===== src/irfg_pkg.sv =====
// Shared constants, register map and carrier types of the IR flash safety gate
package irfg_pkg;

   // Functional clock
   localparam int CLK_MHZ = 125;

   // Pulse limits in microseconds and their clock counts
   localparam int EXPOSURE_LIMIT_US = 6000;
   localparam int FRAME_RATE_LIMIT_US = 8000;
   localparam int EXPOSURE_CYCLES = EXPOSURE_LIMIT_US * CLK_MHZ;
   localparam int FRAME_RATE_CYCLES = FRAME_RATE_LIMIT_US * CLK_MHZ;

   // Blanking and filter times in nanoseconds and their clock counts
   localparam int OPEN_BLANK_NS = 22000;
   localparam int GND_BLANK_NS = 10000;
   localparam int SUPPLY_BLANK_NS = 10000;
   localparam int FILTER_NS = 1000;
   localparam int OPEN_BLANK_CYCLES = OPEN_BLANK_NS * CLK_MHZ / 1000;
   localparam int GND_BLANK_CYCLES = GND_BLANK_NS * CLK_MHZ / 1000;
   localparam int SUPPLY_BLANK_CYCLES = SUPPLY_BLANK_NS * CLK_MHZ / 1000;
   localparam int FILTER_CYCLES = FILTER_NS * CLK_MHZ / 1000;

   // Counter widths
   localparam int LIMIT_W = 24;
   localparam int BLANK_W = 12;

   // Filter channels
   localparam int FILT_OPEN = 0;
   localparam int FILT_GND = 1;
   localparam int FILT_SUPPLY = 2;
   localparam int FILT_THERM = 3;
   localparam int FILT_RES = 4;
   localparam int FILT_N = 5;
   localparam logic [FILT_N-1:0][BLANK_W-1:0] FILT_LIMIT = {
      BLANK_W'(FILTER_CYCLES), BLANK_W'(FILTER_CYCLES), BLANK_W'(SUPPLY_BLANK_CYCLES),
      BLANK_W'(GND_BLANK_CYCLES), BLANK_W'(OPEN_BLANK_CYCLES)};

   // Register map (byte addresses)
   localparam int ADDR_W = 8;
   localparam logic [7:0] CTRL_OFFSET = 8'h00;
   localparam logic [7:0] EXPOSURE_OFFSET = 8'h04;
   localparam logic [7:0] RATE_OFFSET = 8'h08;
   localparam logic [7:0] STATUS_OFFSET = 8'h0c;
   localparam logic [7:0] FAULT_LOG_OFFSET = 8'h10;
   localparam logic [2:0] REG_NONE = 3'h7;
   localparam int CTRL_FAULT_FLAG_N_EN_BIT = 0;
   localparam logic [31:0] CTRL_RESET = 32'h0000_0001;
   localparam int STATUS_STROBE_BIT = 8;
   localparam int STATUS_DRIVE_BIT = 9;

   // AXI responses
   localparam logic [1:0] RESP_OKAY = 2'h0;
   localparam logic [1:0] RESP_SLVERR = 2'h2;

   // Comparator and pin inputs, all asynchronous to aclk
   typedef struct packed {
      logic strobe;
      logic current_low;
      logic cathode_low;
      logic cathode_high;
      logic string_supply_ok;
      logic main_supply_ok;
      logic over_temp;
      logic exposure_resistor_short;
      logic exposure_resistor_open;
      logic rate_resistor_short;
      logic rate_resistor_open;
   } irfg_sense_t;

   // Fault causes, one bit each
   typedef struct packed {
      logic undervoltage;
      logic thermal;
      logic resistor;
      logic too_frequent;
      logic too_long;
      logic short_supply;
      logic short_gnd;
      logic open_load;
   } irfg_fault_t;

   typedef enum logic [1:0] {
      ST_IDLE,
      ST_ON,
      ST_LIMIT
   } irfg_state_t;

endpackage


===== src/irfg_gate.sv =====
// IR flash safety gate: strobe limiting, fault supervision and register slave
//
// Contract
// - Cut drive after exposure limit of strobe
// - Enforce frame-rate spacing between propagated pulses
// - Flag open load and cathode shorts
// - Flag long/frequent strobe, resistor, thermal, undervoltage
// - Classify cathode level low/high as shorts
// - Check short to ground only with drive off
// - Open load after 22 us blanking
// - Open load keeps drive active
// - Open load clears on fall or expiry
// - Held strobe pulses after frame timer, exposure-long
// - Resistor fault filtered, drive off, flagged
// - Over-temperature filtered, drive off, flagged
// - Diagnostics only with string supply present
// - Undervoltage holds drive low, flag low
// - Limited strobe turns drive off and flags
// - Early first strobe limited and flagged
// - Short to ground after 10 us blanking
// - Ground short clears on strobe rise
// - Supply short cuts drive, latched until fall/expiry
`timescale 1ns/1ps
`default_nettype none
module irfg_gate #(
   parameter int EXPOSURE_CYCLES = irfg_pkg::EXPOSURE_CYCLES,
   parameter int FRAME_RATE_CYCLES = irfg_pkg::FRAME_RATE_CYCLES
) (
   input  wire logic                         aclk,
   input  wire logic                         aresetn,
   input  wire logic [irfg_pkg::ADDR_W-1:0]  s_axi_awaddr,
   input  wire logic                         s_axi_awvalid,
   output logic                              s_axi_awready,
   input  wire logic [31:0]                  s_axi_wdata,
   input  wire logic [3:0]                   s_axi_wstrb,
   input  wire logic                         s_axi_wvalid,
   output logic                              s_axi_wready,
   output logic [1:0]                        s_axi_bresp,
   output logic                              s_axi_bvalid,
   input  wire logic                         s_axi_bready,
   input  wire logic [irfg_pkg::ADDR_W-1:0]  s_axi_araddr,
   input  wire logic                         s_axi_arvalid,
   output logic                              s_axi_arready,
   output logic [31:0]                       s_axi_rdata,
   output logic [1:0]                        s_axi_rresp,
   output logic                              s_axi_rvalid,
   input  wire logic                         s_axi_rready,
   input  wire irfg_pkg::irfg_sense_t        sense,
   output logic                              switch_drive,
   output logic                              fault_flag_n_out,
   output logic                              fault_flag_n_oe
);
   irfg_pkg::irfg_sense_t                     sense_s;
   irfg_pkg::irfg_state_t                     state;
   irfg_pkg::irfg_fault_t                     faults;
   logic [irfg_pkg::FILT_N-1:0]               filt_cond;
   logic [irfg_pkg::FILT_N-1:0]               filt_hit;
   logic [irfg_pkg::LIMIT_W-1:0]              exposure_limit;
   logic [irfg_pkg::LIMIT_W-1:0]              frame_rate_limit;
   logic [irfg_pkg::LIMIT_W-1:0]              exp_cnt;
   logic [irfg_pkg::LIMIT_W-1:0]              frame_cnt;
   logic [31:0]                               ctrl;
   logic [7:0]                                fault_log;
   logic                                      strobe_d;
   logic                                      rise;
   logic                                      fall;
   logic                                      uvlo;
   logic                                      hard_off;
   logic                                      fault_flag_n_en;
   logic                                      frame_done;
   logic                                      start;
   logic                                      exp_expire;
   logic                                      open_load;
   logic                                      short_gnd;
   logic                                      short_supply;
   logic                                      too_frequent;
   logic                                      aw_got;
   logic                                      w_got;
   logic [irfg_pkg::ADDR_W-1:0]               awaddr_q;
   logic [31:0]                               wdata_q;
   logic [3:0]                                wstrb_q;
   logic                                      wr_fire;
   logic [2:0]                                wr_idx;
   logic [31:0]                               wr_merged;
   logic [31:0]                               reg_word [5];

   // Register index of a byte address, REG_NONE when unmapped
   function automatic logic [2:0] reg_index(input logic [irfg_pkg::ADDR_W-1:0] a);
      case (a)
         irfg_pkg::CTRL_OFFSET: reg_index = 3'h0;
         irfg_pkg::EXPOSURE_OFFSET: reg_index = 3'h1;
         irfg_pkg::RATE_OFFSET: reg_index = 3'h2;
         irfg_pkg::STATUS_OFFSET: reg_index = 3'h3;
         irfg_pkg::FAULT_LOG_OFFSET: reg_index = 3'h4;
         default: reg_index = irfg_pkg::REG_NONE;
      endcase
   endfunction

   function automatic logic [31:0] apply_strb(input logic [31:0] old, input logic [31:0] data,
                                               input logic [3:0] strb);
      logic [31:0] res;
      res = old;
      for (int i = 0; i < 4; i++) begin
         if (strb[i]) begin
            res[i*8 +: 8] = data[i*8 +: 8];
         end
      end
      return res;
   endfunction

   irfg_sync #(
      .WIDTH($bits(irfg_pkg::irfg_sense_t))
   ) u_sync (
      .aclk    (aclk),
      .aresetn (aresetn),
      .async_in(sense),
      .sync_out(sense_s)
   );

   always_ff @(posedge aclk) begin
      if (!aresetn) begin
         strobe_d <= 1'b0;
      end else begin
         strobe_d <= sense_s.strobe;
      end
   end

   assign rise = sense_s.strobe && !strobe_d;
   assign fall = !sense_s.strobe && strobe_d;
   assign uvlo = !sense_s.main_supply_ok;
   assign fault_flag_n_en = ctrl[irfg_pkg::CTRL_FAULT_FLAG_N_EN_BIT] && sense_s.string_supply_ok && !uvlo;
   assign hard_off = uvlo || filt_hit[irfg_pkg::FILT_THERM] || filt_hit[irfg_pkg::FILT_RES];
   assign frame_done = (frame_cnt == 24'h00_0000);
   assign start = (state != irfg_pkg::ST_ON) && sense_s.strobe && frame_done && !hard_off;
   assign exp_expire = (state == irfg_pkg::ST_ON) && sense_s.strobe && (exp_cnt <= 24'h00_0001);

   assign filt_cond[irfg_pkg::FILT_OPEN] = sense_s.current_low && sense_s.strobe
                                           && (state == irfg_pkg::ST_ON) && fault_flag_n_en;
   // ground short only with drive off
   assign filt_cond[irfg_pkg::FILT_GND] = sense_s.cathode_low && !sense_s.strobe
                                          && !switch_drive && fault_flag_n_en;
   assign filt_cond[irfg_pkg::FILT_SUPPLY] = sense_s.cathode_high && sense_s.strobe
                                             && (state == irfg_pkg::ST_ON) && fault_flag_n_en;
   assign filt_cond[irfg_pkg::FILT_THERM] = sense_s.over_temp;
   assign filt_cond[irfg_pkg::FILT_RES] = sense_s.exposure_resistor_short || sense_s.exposure_resistor_open
                                          || sense_s.rate_resistor_short || sense_s.rate_resistor_open;

   for (genvar g = 0; g < irfg_pkg::FILT_N; g++) begin : g_filt
      irfg_blank u_blank (
         .aclk   (aclk),
         .aresetn(aresetn),
         .cond   (filt_cond[g]),
         .limit  (irfg_pkg::FILT_LIMIT[g]),
         .hit    (filt_hit[g])
      );
   end

   // frame timer armed at reset and during undervoltage
   always_ff @(posedge aclk) begin
      if (!aresetn) begin
         frame_cnt <= irfg_pkg::LIMIT_W'(FRAME_RATE_CYCLES);
      end else if (uvlo || start) begin
         frame_cnt <= frame_rate_limit;
      end else if (!frame_done) begin
         frame_cnt <= frame_cnt - 1'b1;
      end
   end

   always_ff @(posedge aclk) begin
      if (!aresetn) begin
         exp_cnt <= 24'h00_0000;
      end else if (start) begin
         exp_cnt <= exposure_limit;
      end else if (state == irfg_pkg::ST_ON && exp_cnt != 24'h00_0000) begin
         exp_cnt <= exp_cnt - 1'b1;
      end
   end

   // held strobe restarts from LIMIT when the frame timer runs out
   always_ff @(posedge aclk) begin
      if (!aresetn) begin
         state <= irfg_pkg::ST_IDLE;
      end else begin
         case (state)
            irfg_pkg::ST_IDLE: begin
               if (start) begin
                  state <= irfg_pkg::ST_ON;
               end
            end
            irfg_pkg::ST_ON: begin
               if (uvlo || !sense_s.strobe) begin
                  state <= irfg_pkg::ST_IDLE;
               end else if (exp_expire) begin
                  state <= irfg_pkg::ST_LIMIT;
               end
            end
            irfg_pkg::ST_LIMIT: begin
               if (uvlo || !sense_s.strobe) begin
                  state <= irfg_pkg::ST_IDLE;
               end else if (start) begin
                  state <= irfg_pkg::ST_ON;
               end
            end
            default: begin
               state <= irfg_pkg::ST_IDLE;
            end
         endcase
      end
   end

   // diagnostics other than supply short leave the drive alone
   always_ff @(posedge aclk) begin
      if (!aresetn) begin
         switch_drive <= 1'b0;
      end else begin
         switch_drive <= (state == irfg_pkg::ST_ON) && sense_s.strobe && !hard_off
                         && !short_supply && !exp_expire;
      end
   end

   // open load latch, set wins over clear
   always_ff @(posedge aclk) begin
      if (!aresetn) begin
         open_load <= 1'b0;
      end else if (filt_hit[irfg_pkg::FILT_OPEN]) begin
         open_load <= 1'b1;
      // A fault still standing at expiry clears once the limit state drops it
      end else if (fall || exp_expire || state == irfg_pkg::ST_LIMIT) begin
         open_load <= 1'b0;
      end
   end

   always_ff @(posedge aclk) begin
      if (!aresetn) begin
         short_gnd <= 1'b0;
      end else if (filt_hit[irfg_pkg::FILT_GND]) begin
         short_gnd <= 1'b1;
      end else if (rise) begin
         short_gnd <= 1'b0;
      end
   end

   always_ff @(posedge aclk) begin
      if (!aresetn) begin
         short_supply <= 1'b0;
      end else if (filt_hit[irfg_pkg::FILT_SUPPLY]) begin
         short_supply <= 1'b1;
      end else if (fall || exp_expire || state == irfg_pkg::ST_LIMIT) begin
         short_supply <= 1'b0;
      end
   end

   // strobe too early holds until frame timer ends
   always_ff @(posedge aclk) begin
      if (!aresetn) begin
         too_frequent <= 1'b0;
      end else if (sense_s.strobe && state == irfg_pkg::ST_IDLE && !frame_done && !uvlo) begin
         too_frequent <= 1'b1;
      end else if (frame_done) begin
         too_frequent <= 1'b0;
      end
   end

   always_comb begin
      faults.undervoltage = uvlo;
      faults.thermal = filt_hit[irfg_pkg::FILT_THERM];
      faults.resistor = filt_hit[irfg_pkg::FILT_RES];
      faults.too_frequent = too_frequent;
      faults.too_long = (state == irfg_pkg::ST_LIMIT);
      faults.short_supply = short_supply;
      faults.short_gnd = short_gnd;
      faults.open_load = open_load;
   end

   // open-drain flag, low while any fault stands
   always_ff @(posedge aclk) begin
      if (!aresetn) begin
         fault_flag_n_out <= 1'b0;
         fault_flag_n_oe <= 1'b1;
      end else begin
         fault_flag_n_out <= 1'b0;
         fault_flag_n_oe <= |faults;
      end
   end

   // Register views, unmapped bits read zero
   assign reg_word[0] = ctrl;
   assign reg_word[1] = {8'h00, exposure_limit};
   assign reg_word[2] = {8'h00, frame_rate_limit};
   assign reg_word[3] = {22'h00_0000, switch_drive, sense_s.strobe, faults};
   assign reg_word[4] = {24'h00_0000, fault_log};

   assign wr_fire = aw_got && w_got && !s_axi_bvalid;
   assign wr_idx = reg_index(awaddr_q);
   assign wr_merged = apply_strb((wr_idx < 3'h5) ? reg_word[wr_idx] : 32'h0000_0000, wdata_q, wstrb_q);

   always_ff @(posedge aclk) begin
      if (!aresetn) begin
         ctrl <= irfg_pkg::CTRL_RESET;
         exposure_limit <= irfg_pkg::LIMIT_W'(EXPOSURE_CYCLES);
         frame_rate_limit <= irfg_pkg::LIMIT_W'(FRAME_RATE_CYCLES);
      end else if (wr_fire) begin
         if (wr_idx == 3'h0) begin
            ctrl <= {31'h0000_0000, wr_merged[irfg_pkg::CTRL_FAULT_FLAG_N_EN_BIT]};
         end
         if (wr_idx == 3'h1) begin
            exposure_limit <= wr_merged[irfg_pkg::LIMIT_W-1:0];
         end
         if (wr_idx == 3'h2) begin
            frame_rate_limit <= wr_merged[irfg_pkg::LIMIT_W-1:0];
         end
      end
   end

   // Sticky record, write one to clear; a fault present keeps its bit set
   always_ff @(posedge aclk) begin
      if (!aresetn) begin
         fault_log <= 8'h00;
      end else if (wr_fire && wr_idx == 3'h4 && wstrb_q[0]) begin
         fault_log <= (fault_log & ~wdata_q[7:0]) | faults;
      end else begin
         fault_log <= fault_log | faults;
      end
   end

   // Write channels: address and data held until the response is taken
   always_ff @(posedge aclk) begin
      if (!aresetn) begin
         aw_got <= 1'b0;
         w_got <= 1'b0;
         awaddr_q <= 8'h00;
         wdata_q <= 32'h0000_0000;
         wstrb_q <= 4'h0;
         s_axi_awready <= 1'b1;
         s_axi_wready <= 1'b1;
         s_axi_bvalid <= 1'b0;
         s_axi_bresp <= irfg_pkg::RESP_OKAY;
      end else begin
         if (s_axi_awvalid && s_axi_awready) begin
            aw_got <= 1'b1;
            awaddr_q <= s_axi_awaddr;
            s_axi_awready <= 1'b0;
         end
         if (s_axi_wvalid && s_axi_wready) begin
            w_got <= 1'b1;
            wdata_q <= s_axi_wdata;
            wstrb_q <= s_axi_wstrb;
            s_axi_wready <= 1'b0;
         end
         if (wr_fire) begin
            aw_got <= 1'b0;
            w_got <= 1'b0;
            s_axi_bvalid <= 1'b1;
            s_axi_bresp <= (wr_idx == irfg_pkg::REG_NONE) ? irfg_pkg::RESP_SLVERR : irfg_pkg::RESP_OKAY;
         end
         if (s_axi_bvalid && s_axi_bready) begin
            s_axi_bvalid <= 1'b0;
            s_axi_awready <= 1'b1;
            s_axi_wready <= 1'b1;
         end
      end
   end

   // Read channel: one read at a time, data one cycle after the address
   always_ff @(posedge aclk) begin
      if (!aresetn) begin
         s_axi_arready <= 1'b1;
         s_axi_rvalid <= 1'b0;
         s_axi_rdata <= 32'h0000_0000;
         s_axi_rresp <= irfg_pkg::RESP_OKAY;
      end else if (s_axi_arvalid && s_axi_arready) begin
         s_axi_arready <= 1'b0;
         s_axi_rvalid <= 1'b1;
         if (reg_index(s_axi_araddr) == irfg_pkg::REG_NONE) begin
            s_axi_rdata <= 32'h0000_0000;
            s_axi_rresp <= irfg_pkg::RESP_SLVERR;
         end else begin
            s_axi_rdata <= reg_word[reg_index(s_axi_araddr)];
            s_axi_rresp <= irfg_pkg::RESP_OKAY;
         end
      end else if (s_axi_rvalid && s_axi_rready) begin
         s_axi_rvalid <= 1'b0;
         s_axi_arready <= 1'b1;
      end
   end
endmodule
`default_nettype wire


===== src/irfg_sync.sv =====
// Two-flop synchroniser for asynchronous pin levels
`timescale 1ns/1ps
`default_nettype none
module irfg_sync #(
   parameter int WIDTH = 1
) (
   input  wire logic             aclk,
   input  wire logic             aresetn,
   input  wire logic [WIDTH-1:0] async_in,
   output logic      [WIDTH-1:0] sync_out
);
   logic [WIDTH-1:0] meta;

   // Reset value zero reads as supply not ready, which keeps the gate shut
   always_ff @(posedge aclk) begin
      if (!aresetn) begin
         meta <= {WIDTH{1'b0}};
         sync_out <= {WIDTH{1'b0}};
      end else begin
         meta <= async_in;
         sync_out <= meta;
      end
   end
endmodule
`default_nettype wire


===== src/irfg_blank.sv =====
// Persistence filter: a condition must hold for a set number of cycles
`timescale 1ns/1ps
`default_nettype none
module irfg_blank (
   input  wire logic                        aclk,
   input  wire logic                        aresetn,
   input  wire logic                        cond,
   input  wire logic [irfg_pkg::BLANK_W-1:0] limit,
   output logic                             hit
);
   logic [irfg_pkg::BLANK_W-1:0] cnt;

   // Any drop of the condition restarts the blanking
   always_ff @(posedge aclk) begin
      if (!aresetn || !cond) begin
         cnt <= {irfg_pkg::BLANK_W{1'b0}};
      end else if (cnt != limit) begin
         cnt <= cnt + 1'b1;
      end
   end

   assign hit = cond && (cnt == limit);
endmodule
`default_nettype wire


===== config.mk =====
export PLATFORM = sky130hd
export DESIGN_NAME = irfg_gate
export DESIGN_NICKNAME = d
export VERILOG_FILES = /design/src/irfg_pkg.sv /design/src/irfg_gate.sv /design/src/irfg_sync.sv /design/src/irfg_blank.sv
export SDC_FILE = /design/constraint.sdc
export NUM_CORES = 1
export LEC_CHECK = 0
export BUFFER_PORTS_ARGS = -buffer_cell sky130_fd_sc_hd__buf_2
export CAP_MARGIN = 20
export CORE_UTILIZATION = 66
export CTS_BUF_LIST = sky130_fd_sc_hd__clkbuf_4 sky130_fd_sc_hd__clkbuf_8
export DETAILED_ROUTE_END_ITERATION = 10
export HOLD_SLACK_MARGIN = 0.12
export PLACE_DENSITY_LB_ADDON = 0.08
export SYNTH_ARGS = -nofsm -noshare
export SYNTH_HDL_FRONTEND = slang
export SYNTH_SLANG_ARGS = --single-unit

===== constraint.sdc =====
create_clock -name aclk -period 4.1 [get_ports aclk]
set_clock_uncertainty 0.15 [all_clocks]
set_input_delay 0.205 -clock aclk [delete_from_list [all_inputs] [get_ports aclk]]
set_output_delay 0.205 -clock aclk [all_outputs]
set_load 0.01 [all_outputs]

==> results of run 1 <==
[worst paths after layout]
kind	from	to	slack, ps
setup / recovery	g_filt[4].u_blank.cnt[0]$_SDFFE_PP0P_	frame_cnt[1]$_SDFFE_PN0P_	730
hold / removal	s_axi_araddr[4]	s_axi_rdata[9]$_SDFFE_PN0P_	190
setup reg to reg	g_filt[4].u_blank.cnt[0]$_SDFFE_PP0P_	frame_cnt[1]$_SDFFE_PN0P_	730
hold reg to reg	u_sync.meta[9]$_SDFF_PN0_	u_sync.sync_out[9]$_SDFF_PN0_	280
[layout make-up]
cell class,instances,area [sq um],share of cell area (%)
multi-input combinational,1092,6235,43.68
sequential,264,5285,37.03
timing repair buffer,189,1396,9.783
clock buffer,71,914.6,6.408
tap,225,281.5,1.972
clock inverter,7,92.59,0.6487
inverter,18,68.82,0.4821
[registers in the layout (all words and copies together), names as in the netlist, 2 cells and up]
signal              flops
u_sync.meta            11
exp_cnt                24
wdata_q                24
g_filt.u_blank.cnt     60
frame_rate_limit       24
fault_log               8
frame_cnt              24
awaddr_q                8
u_sync.sync_out        11
s_axi_rdata            24
exposure_limit         24
wstrb_q                 3
state                   2
[power by group]
part | total, W | internal [W] | leakage, nW | switching [W]
Sequential | 0.00268 | 0.00262 | 2.14 | 0.0000639
Combinational | 0.000384 | 0.000157 | 2.69 | 0.000227
Clock | 0.00260 | 0.00154 | 0.521 | 0.00107
Total | 0.00567 | 0.00431 | 5.36 | 0.00136
[routing by layer]
metal | wire (um) | global-route usage (%)
met5 | 0 | 0
met3 | 4013 | 8.963
met2 | 16120 | 60.80
met4 | 998 | 13.52
met1 | 14560 | 50.68
[kinds of logic (layout without fill, tap and decap cells)]
family                     count (synthesis)  in the layout  share of synthesized area [%]
adders and majority gates                 16             16                          1.653
muxes                                      6              6                         0.5439
xor gates and xnor gates                  66             66                          4.832
DFF                                      264            264                          44.18
buffers and inverters                    110            285                          4.016
other                                      1             11                        0.03135
AOI/OAI and AO/OA                        354            354                          18.96
and+or+nand+nor                          639            639                          25.78
[worst min-delay path: cells and delay by family]
family | cells | cell delay (ps)
compound gates | 1 | 250
buf+inv | 1 | 140
simple gates | 2 | 230
[timing repair]
item                                   CTS  global route
endpoints found under the hold margin   79             0
hold buffers                            79             0
setup buffers                            0             0
[placed cells by master (no fill, tap or decap), types with 11 or more instances in the layout]
cell / Yosys / routed
sky130_fd_sc_hd__nand2b_1: 12 / 12
sky130_fd_sc_hd__dfxtp_1: 264 / 264
sky130_fd_sc_hd__nand3_1: 65 / 65
sky130_fd_sc_hd__xor2_1: 44 / 44
sky130_fd_sc_hd__nand4_1: 26 / 26
sky130_fd_sc_hd__a22oi_1: 33 / 33
sky130_fd_sc_hd__nor4_1: 15 / 15
sky130_fd_sc_hd__buf_2: 3 / 93
sky130_fd_sc_hd__inv_1: 17 / 17
sky130_fd_sc_hd__nor3_1: 51 / 51
sky130_fd_sc_hd__nor2_1: 142 / 142
sky130_fd_sc_hd__and3_1: 18 / 18
sky130_fd_sc_hd__clkbuf_8: 0 / 61
sky130_fd_sc_hd__a211oi_1: 29 / 29
sky130_fd_sc_hd__a21oi_1: 124 / 124
sky130_fd_sc_hd__conb_1: 1 / 11
sky130_fd_sc_hd__and2_1: 37 / 37
sky130_fd_sc_hd__ha_1: 15 / 15
sky130_fd_sc_hd__buf_4: 12 / 16
sky130_fd_sc_hd__o211ai_1: 31 / 31
sky130_fd_sc_hd__nand2_1: 211 / 211
sky130_fd_sc_hd__dlygate4sd3_1: 0 / 79
sky130_fd_sc_hd__xnor2_1: 22 / 22
sky130_fd_sc_hd__o21ai_0: 66 / 66
[metrics by stage]
step	instances	worst slack, ps	power, W
after floorplan	1466	1595	0.002921
final	1866	731.1	0.005667
after global routing	1866	568.9	0.005819
after detailed placement	1709	1082	0.003028
after global placement	1709	1122	0.003020
after CTS	1866	1007	0.005634
==> impl_results.md, run 1 <==
* Status: finished, final reports clean
* Post-route worst hold slack at 188.7 ps
* First-pass GRT wire length at 56.27 mm
* Post-CTS resize count at 0
* Cell accounting for the most synthesized area: sky130_fd_sc_hd__dfxtp_1
* Area of the die at 18670 sq um
* NumNets Final at approximately 1.7k
* Count of vias placed by the detailed router at 11.78k
* Total Neg Setup Slack at 0 ps
* Max-cap viol count at 0
* Share of post-route cells with drive strength above 1 at 12.98%
* Clock-pin transition on the worst setup and hold timing paths at 70 ps
* Number of global-route vias before repair at 11.04k
* Post-Synthesis Mean Instance Area at 8.216 sq um
* Number of cells on the worst hold path at 4
* Critical path launch point type: flop
* Maximum achievable frequency at between 200 and 300 MHz
* Area growth from synthesis to final layout at 19.32%
* Post-synthesis sequential area ratio at 44.18%
* Maximum level of the CTS H-tree at 2
* Mapped Cells at 1456
* Main flop type after synthesis: sky130_fd_sc_hd__dfxtp_1
* Tightest slew margin relative to the limit at 28.24%
* Final worst path period share at 82.17%
* Utilization after layout at 81.67%
* Max-slew violation total from the final report at 0
* Buffers from clock root to sink, at most at 3
* Final WL at 35.70 mm
* Cell area after layout at 14270 sq um
* Routed length per instance at 19.13 um
* Shortest clock period the worst path allows after layout at 3369 ps
* Count of cell instances traversed by the critical path at 8
* Yosys warning total at 0
* CP Data Required Time at 4390 ps
* Biggest area contributors in the synthesized netlist: sky130_fd_sc_hd__dfxtp_1 (44%), sky130_fd_sc_hd__nand2_1 (6.6%), sky130_fd_sc_hd__a21oi_1 (5.2%), sky130_fd_sc_hd__nor2_1 (4.5%), sky130_fd_sc_hd__xor2_1 (3.2%)
* Final Hold Viols at 0
* Setup repair after global routing missed its margin: no
* Critical Path AT at around 3700 ps
* Cell count of the worst reg-to-reg path at 8
* DRT Pass-1 Iters at 7
* Slowest Stage Delay on Critical Path at 770 ps
* Port Buf Inserts at 93
* Largest delay share family, worst path: simple AND/OR/NAND/NOR gates
* Pin count of the biggest net entering global routing at approximately 100
* Number of antenna-violating nets in the routed design at 0
* Pin slew with the least headroom to its limit at around 1100 ps
* Kind of capture point of the worst setup path: flop
* Cell with the most instances after synthesis: sky130_fd_sc_hd__dfxtp_1
* Half-perimeter wire length of the detailed placement result at 21.28 mm
* Top cell type's share of synthesized area at 44.18%
* GR Overflow Total at 0
* Cell Chain, Critical Path: ha_1 > nor4b_1 > and4_1 > nor3_1 > buf_4 > a31oi_1 > nor2_1 > a31o_1
* Chip Height at 136.6 um
* Number of filler instances in the final layout at 1103
* Std-Cell Core Area at 17480 sq um
* Global placer's final weighted congestion at approximately 0.93
* Critical path type: flop to flop
* Seq cells post-synth at 264
* Starting utilization of the core area at slightly below 70%
* Total clock buffers created by CTS at 43
* Horiz. Die Dim at 136.6 um
* Largest fanout of any net on the critical path at 11
* Root buffer cell: sky130_fd_sc_hd__clkbuf_8
* Share of flip-flops with an asynchronous set or reset at 0%
* Global-route total usage across every layer at 38.24%
* Vias per inst at 6.312
* TritonCTS clock tree: done
* Netlist area before placement at about 12000 sq um
* Initial antenna violation count at 1
* Power per cell area at 397.0 nW/um^2
* Slowest cell on crit path: sky130_fd_sc_hd__a31oi_1
* Number of enable flip-flop cells after synthesis at 0
* Leakage Power at 5.358 nW
* Distinct cell type count of the synthesized netlist at 76
* Number of setup violations in the final report at 0
* Insertion delay of the later-clocked pin in the worst-skew pair at 560 ps
* Type of the most critical hold path: input port to flop
* Antenna diode instance count at 0
* Placed inst area at 12480 sq um
* Post-route DRC at 0
* Maximum VDD drop at 0.3897 mV
* Number of buffers and inverters on the critical path at 1
* Row Count at 48
* Clock net sink count at between 200 and 300
* DRT iter0 DRCs at 1354
* Post-synth top cells: sky130_fd_sc_hd__dfxtp_1 (264), sky130_fd_sc_hd__nand2_1 (211), sky130_fd_sc_hd__nor2_1 (142), sky130_fd_sc_hd__a21oi_1 (124), sky130_fd_sc_hd__clkbuf_1 (73)
* I/O pin count at 114
Note: power is estimated with default switching activity, not from simulation.
==> run 2: changes to the inputs <==
--- a/config.mk
+++ b/config.mk
@@ -7,7 +7,7 @@
 export LEC_CHECK = 0
 export BUFFER_PORTS_ARGS = -buffer_cell sky130_fd_sc_hd__buf_2
 export CAP_MARGIN = 20
-export CORE_UTILIZATION = 66
+export CORE_UTILIZATION = 56
 export CTS_BUF_LIST = sky130_fd_sc_hd__clkbuf_4 sky130_fd_sc_hd__clkbuf_8
 export DETAILED_ROUTE_END_ITERATION = 10
 export HOLD_SLACK_MARGIN = 0.12
==> constraint.sdc (replaced) <==
create_clock -name aclk -period 3 [get_ports aclk]
set_clock_uncertainty 0.15 [all_clocks]
set_input_delay 0.15 -clock aclk [delete_from_list [all_inputs] [get_ports aclk]]
set_output_delay 0.15 -clock aclk [all_outputs]
set_load 0.01 [all_outputs]
==> run 2 against run 1 <==
Highest routed layer unchanged. Largest cell class unchanged. Critical endpoint is now frame_cnt[13]$_SDFFE_PN0P_. Global-route usage is 6.6 points lower. Utilization is 12 points lower. Sequential power is 36% higher. Register-to-register slack worse by 520 ps. Power is 35% higher. Sequential share of layout area is 0.81 points lower. Clock-buffer cell count is 3 higher. Final area is 2.2% higher. Final cell count is 4.6% higher. Combinational power is 44% higher.
==> impl_results.md, run 2 (same netlist as run 1, synthesis figures left out) <==
* Largest fanout of any net on the critical path at 18
* Area growth from synthesis to final layout at 21.98%
* Share of post-route cells with drive strength above 1 at between 10% and 20%
* Most common library cell in the layout ignoring fill and taps: sky130_fd_sc_hd__dfxtp_1
* Maximum level of the CTS H-tree at 2
* Std-Cell Core Area at 20960 sq um
* Number of cells on the worst hold path at 3
* Final worst path period share at 93.11%
* Register-to-Register Setup Slack at 210 ps
* Horiz. Die Dim at 148.2 um
* Max-slew violation total from the final report at 0
* Starting utilization of the core area at 57.09%
* Port Buf Inserts at 93
* Critical path launch point type: flop
* Initial antenna violation count at 0
* Max-cap viol count at 0
* Critical Path AT at approximately 3100 ps
* Cell area after layout at between 10000 and 15000 sq um
* Cell count of the worst reg-to-reg path at 7
* Tightest slew margin relative to the limit at 37.88%
* Routed length per instance at between 15 and 20 um
* Power per cell area at 523.2 nW/um^2
* Pin slew with the least headroom to its limit at 929.6 ps
* Clock net sink count at 264
* Number of setup violations in the final report at 0
* I/O pin count at 114
* Chip Height at 148.2 um
* Count of vias placed by the detailed router at 11.36k
* NumNets Final at 1730
* Placed inst area at approximately 13000 sq um
* Number of global-route vias before repair at 10.80k
* Flip-flop count of the largest register after layout at 60
* Kind of capture point of the worst setup path: flop
* Type of the most critical hold path: input port to flop
* GR Overflow Total at 0
* Shortest clock period the worst path allows after layout at 2793 ps
* Final Hold Viols at 0
* DRT iter0 DRCs at 854
* Pin count of the biggest net entering global routing at 62
* Capture endpoint of the worst hold path: u_sync.meta[9]$_SDFF_PN0_
* Post-route DRC at 0
* Leakage Power at 5.529 nW
* Critical path type: flop to flop
* Global placer's final weighted congestion at 0.9413
* CP Data Required Time at around 3400 ps
* Setup repair after global routing missed its margin: no
* Final Power at between 0.007 and 0.008 W
* DRT Pass-1 Iters at 6
* Half-perimeter wire length of the detailed placement result at about 22 mm
* Clock-pin transition on the worst setup and hold timing paths at 60 ps
* Buffers from clock root to sink, at most at 3
* Most used cells in the layout excluding fill and tap cells: sky130_fd_sc_hd__dfxtp_1 (264), sky130_fd_sc_hd__nand2_1 (211), sky130_fd_sc_hd__nor2_1 (142)
* Antenna diode instance count at 0
* Total Neg Setup Slack at 0 ps
* TritonCTS clock tree: done
* Row Count at 53
* Insertion delay of the later-clocked pin in the worst-skew pair at 570 ps
* Root buffer cell: sky130_fd_sc_hd__clkbuf_8
* Critical register-to-register path startpoint: frame_cnt[16]$_SDFFE_PN1P_
* Maximum VDD drop at 0.3607 mV
* Post-CTS resize count at 0
* Total clock buffers created by CTS at 45
* Hold path startpoint: sense[9]
* Global-route total usage across every layer at 31.60%
* Final WL at 34.27 mm
* Vias per inst at 5.818
* Number of antenna-violating nets in the routed design at 0
* Endpoint of the worst register-to-register path: frame_cnt[13]$_SDFFE_PN0P_
* Register containing the most flip-flops in the final layout: g_filt.u_blank.cnt
* First-pass GRT wire length at 55.37 mm
* Status: finished, final reports clean
* Area of the die at roughly 22000 sq um
* Maximum achievable frequency at 358.0 MHz
==> run 2: cell types whose count changed in the layout (fill, tap and decap cells not counted), sizes merged <==
cell / previous run / this run
buf: 110 / 134
bufinv: 2 / 0
clkinvlp: 3 / 1
dlygate4sd3: 79 / 90
clkinv: 3 / 5
clkbuf: 71 / 74
==> run 2: report_power, final <==
part	switching, W	total [W]	leakage [nW]	internal (W)
sequential	0.0000731	0.00365	2.14	0.00358
combinational	0.000316	0.000554	2.87	0.000237
clock	0.00147	0.00343	0.514	0.00197
total	0.00185	0.00763	5.53	0.00578
==> run 2: worst max path at each step <==
stage,cells after the start,endpoint,slack (ps),startpoint
after CTS,7,frame_cnt[13]$_SDFFE_PN0P_,240,frame_cnt[16]$_SDFFE_PN1P_
after floorplan,8,exp_cnt[19]$_SDFFE_PN0P_,490,frame_cnt[16]$_SDFFE_PN1P_
after global routing,7,frame_cnt[13]$_SDFFE_PN0P_,60,frame_cnt[16]$_SDFFE_PN1P_
after global placement,7,frame_cnt[10]$_SDFFE_PN0P_,290,frame_cnt[16]$_SDFFE_PN1P_
after detailed placement,7,frame_cnt[10]$_SDFFE_PN0P_,270,frame_cnt[16]$_SDFFE_PN1P_
final,7,frame_cnt[13]$_SDFFE_PN0P_,210,frame_cnt[16]$_SDFFE_PN1P_
==> run 2: cell type report <==
type | instances | area (sq um)
tap | 275 | 344.1
clock buffer | 74 | 937.1
multi-input combinational | 1092 | 6240
sequential | 264 | 5285
fill | 1731 | 6362
inverter | 18 | 68.82
timing repair buffer | 224 | 1687
clock inverter | 5 | 31.28
==> run 2: critical path, stage by stage (launching register included) <==
cell and delay (ps):
sky130_fd_sc_hd__dfxtp_1 350, sky130_fd_sc_hd__or4_4 560, sky130_fd_sc_hd__or4_4 480, sky130_fd_sc_hd__nor3_1 260, sky130_fd_sc_hd__buf_4 230, sky130_fd_sc_hd__a31o_2 430, sky130_fd_sc_hd__a22oi_1 150, sky130_fd_sc_hd__nor2_1 110
==> run 2: routing by layer <==
metal	routed length [um]	GRT usage (%)	share of wire [%]
met3	2627	5.706	7.7
met5	0	0	0
met2	15140	50.05	44
met4	854	10.10	2.5
met1	15650	43.52	46
==> run 2: repair_timing <==
item                       4_1_cts  5_1_grt
hold buffers                    90        0
setup endpoints to repair        0        0
hold endpoints to repair        96        0
setup buffers                    0        0
==> run 2: stage by stage <==
stage               std cells  hold WS [ps]  utilization [%]  worst slack (ps)
floorplan                1466         100.4                -             494.9
global placement         1783         204.2            60.72             285.9
detailed placement       1783         211.2            60.72             271.7
CTS                      1952         169.9            69.64             235.7
global route             1952         199.3            69.64             62.54
finish                   1952         211.4            69.64             206.7
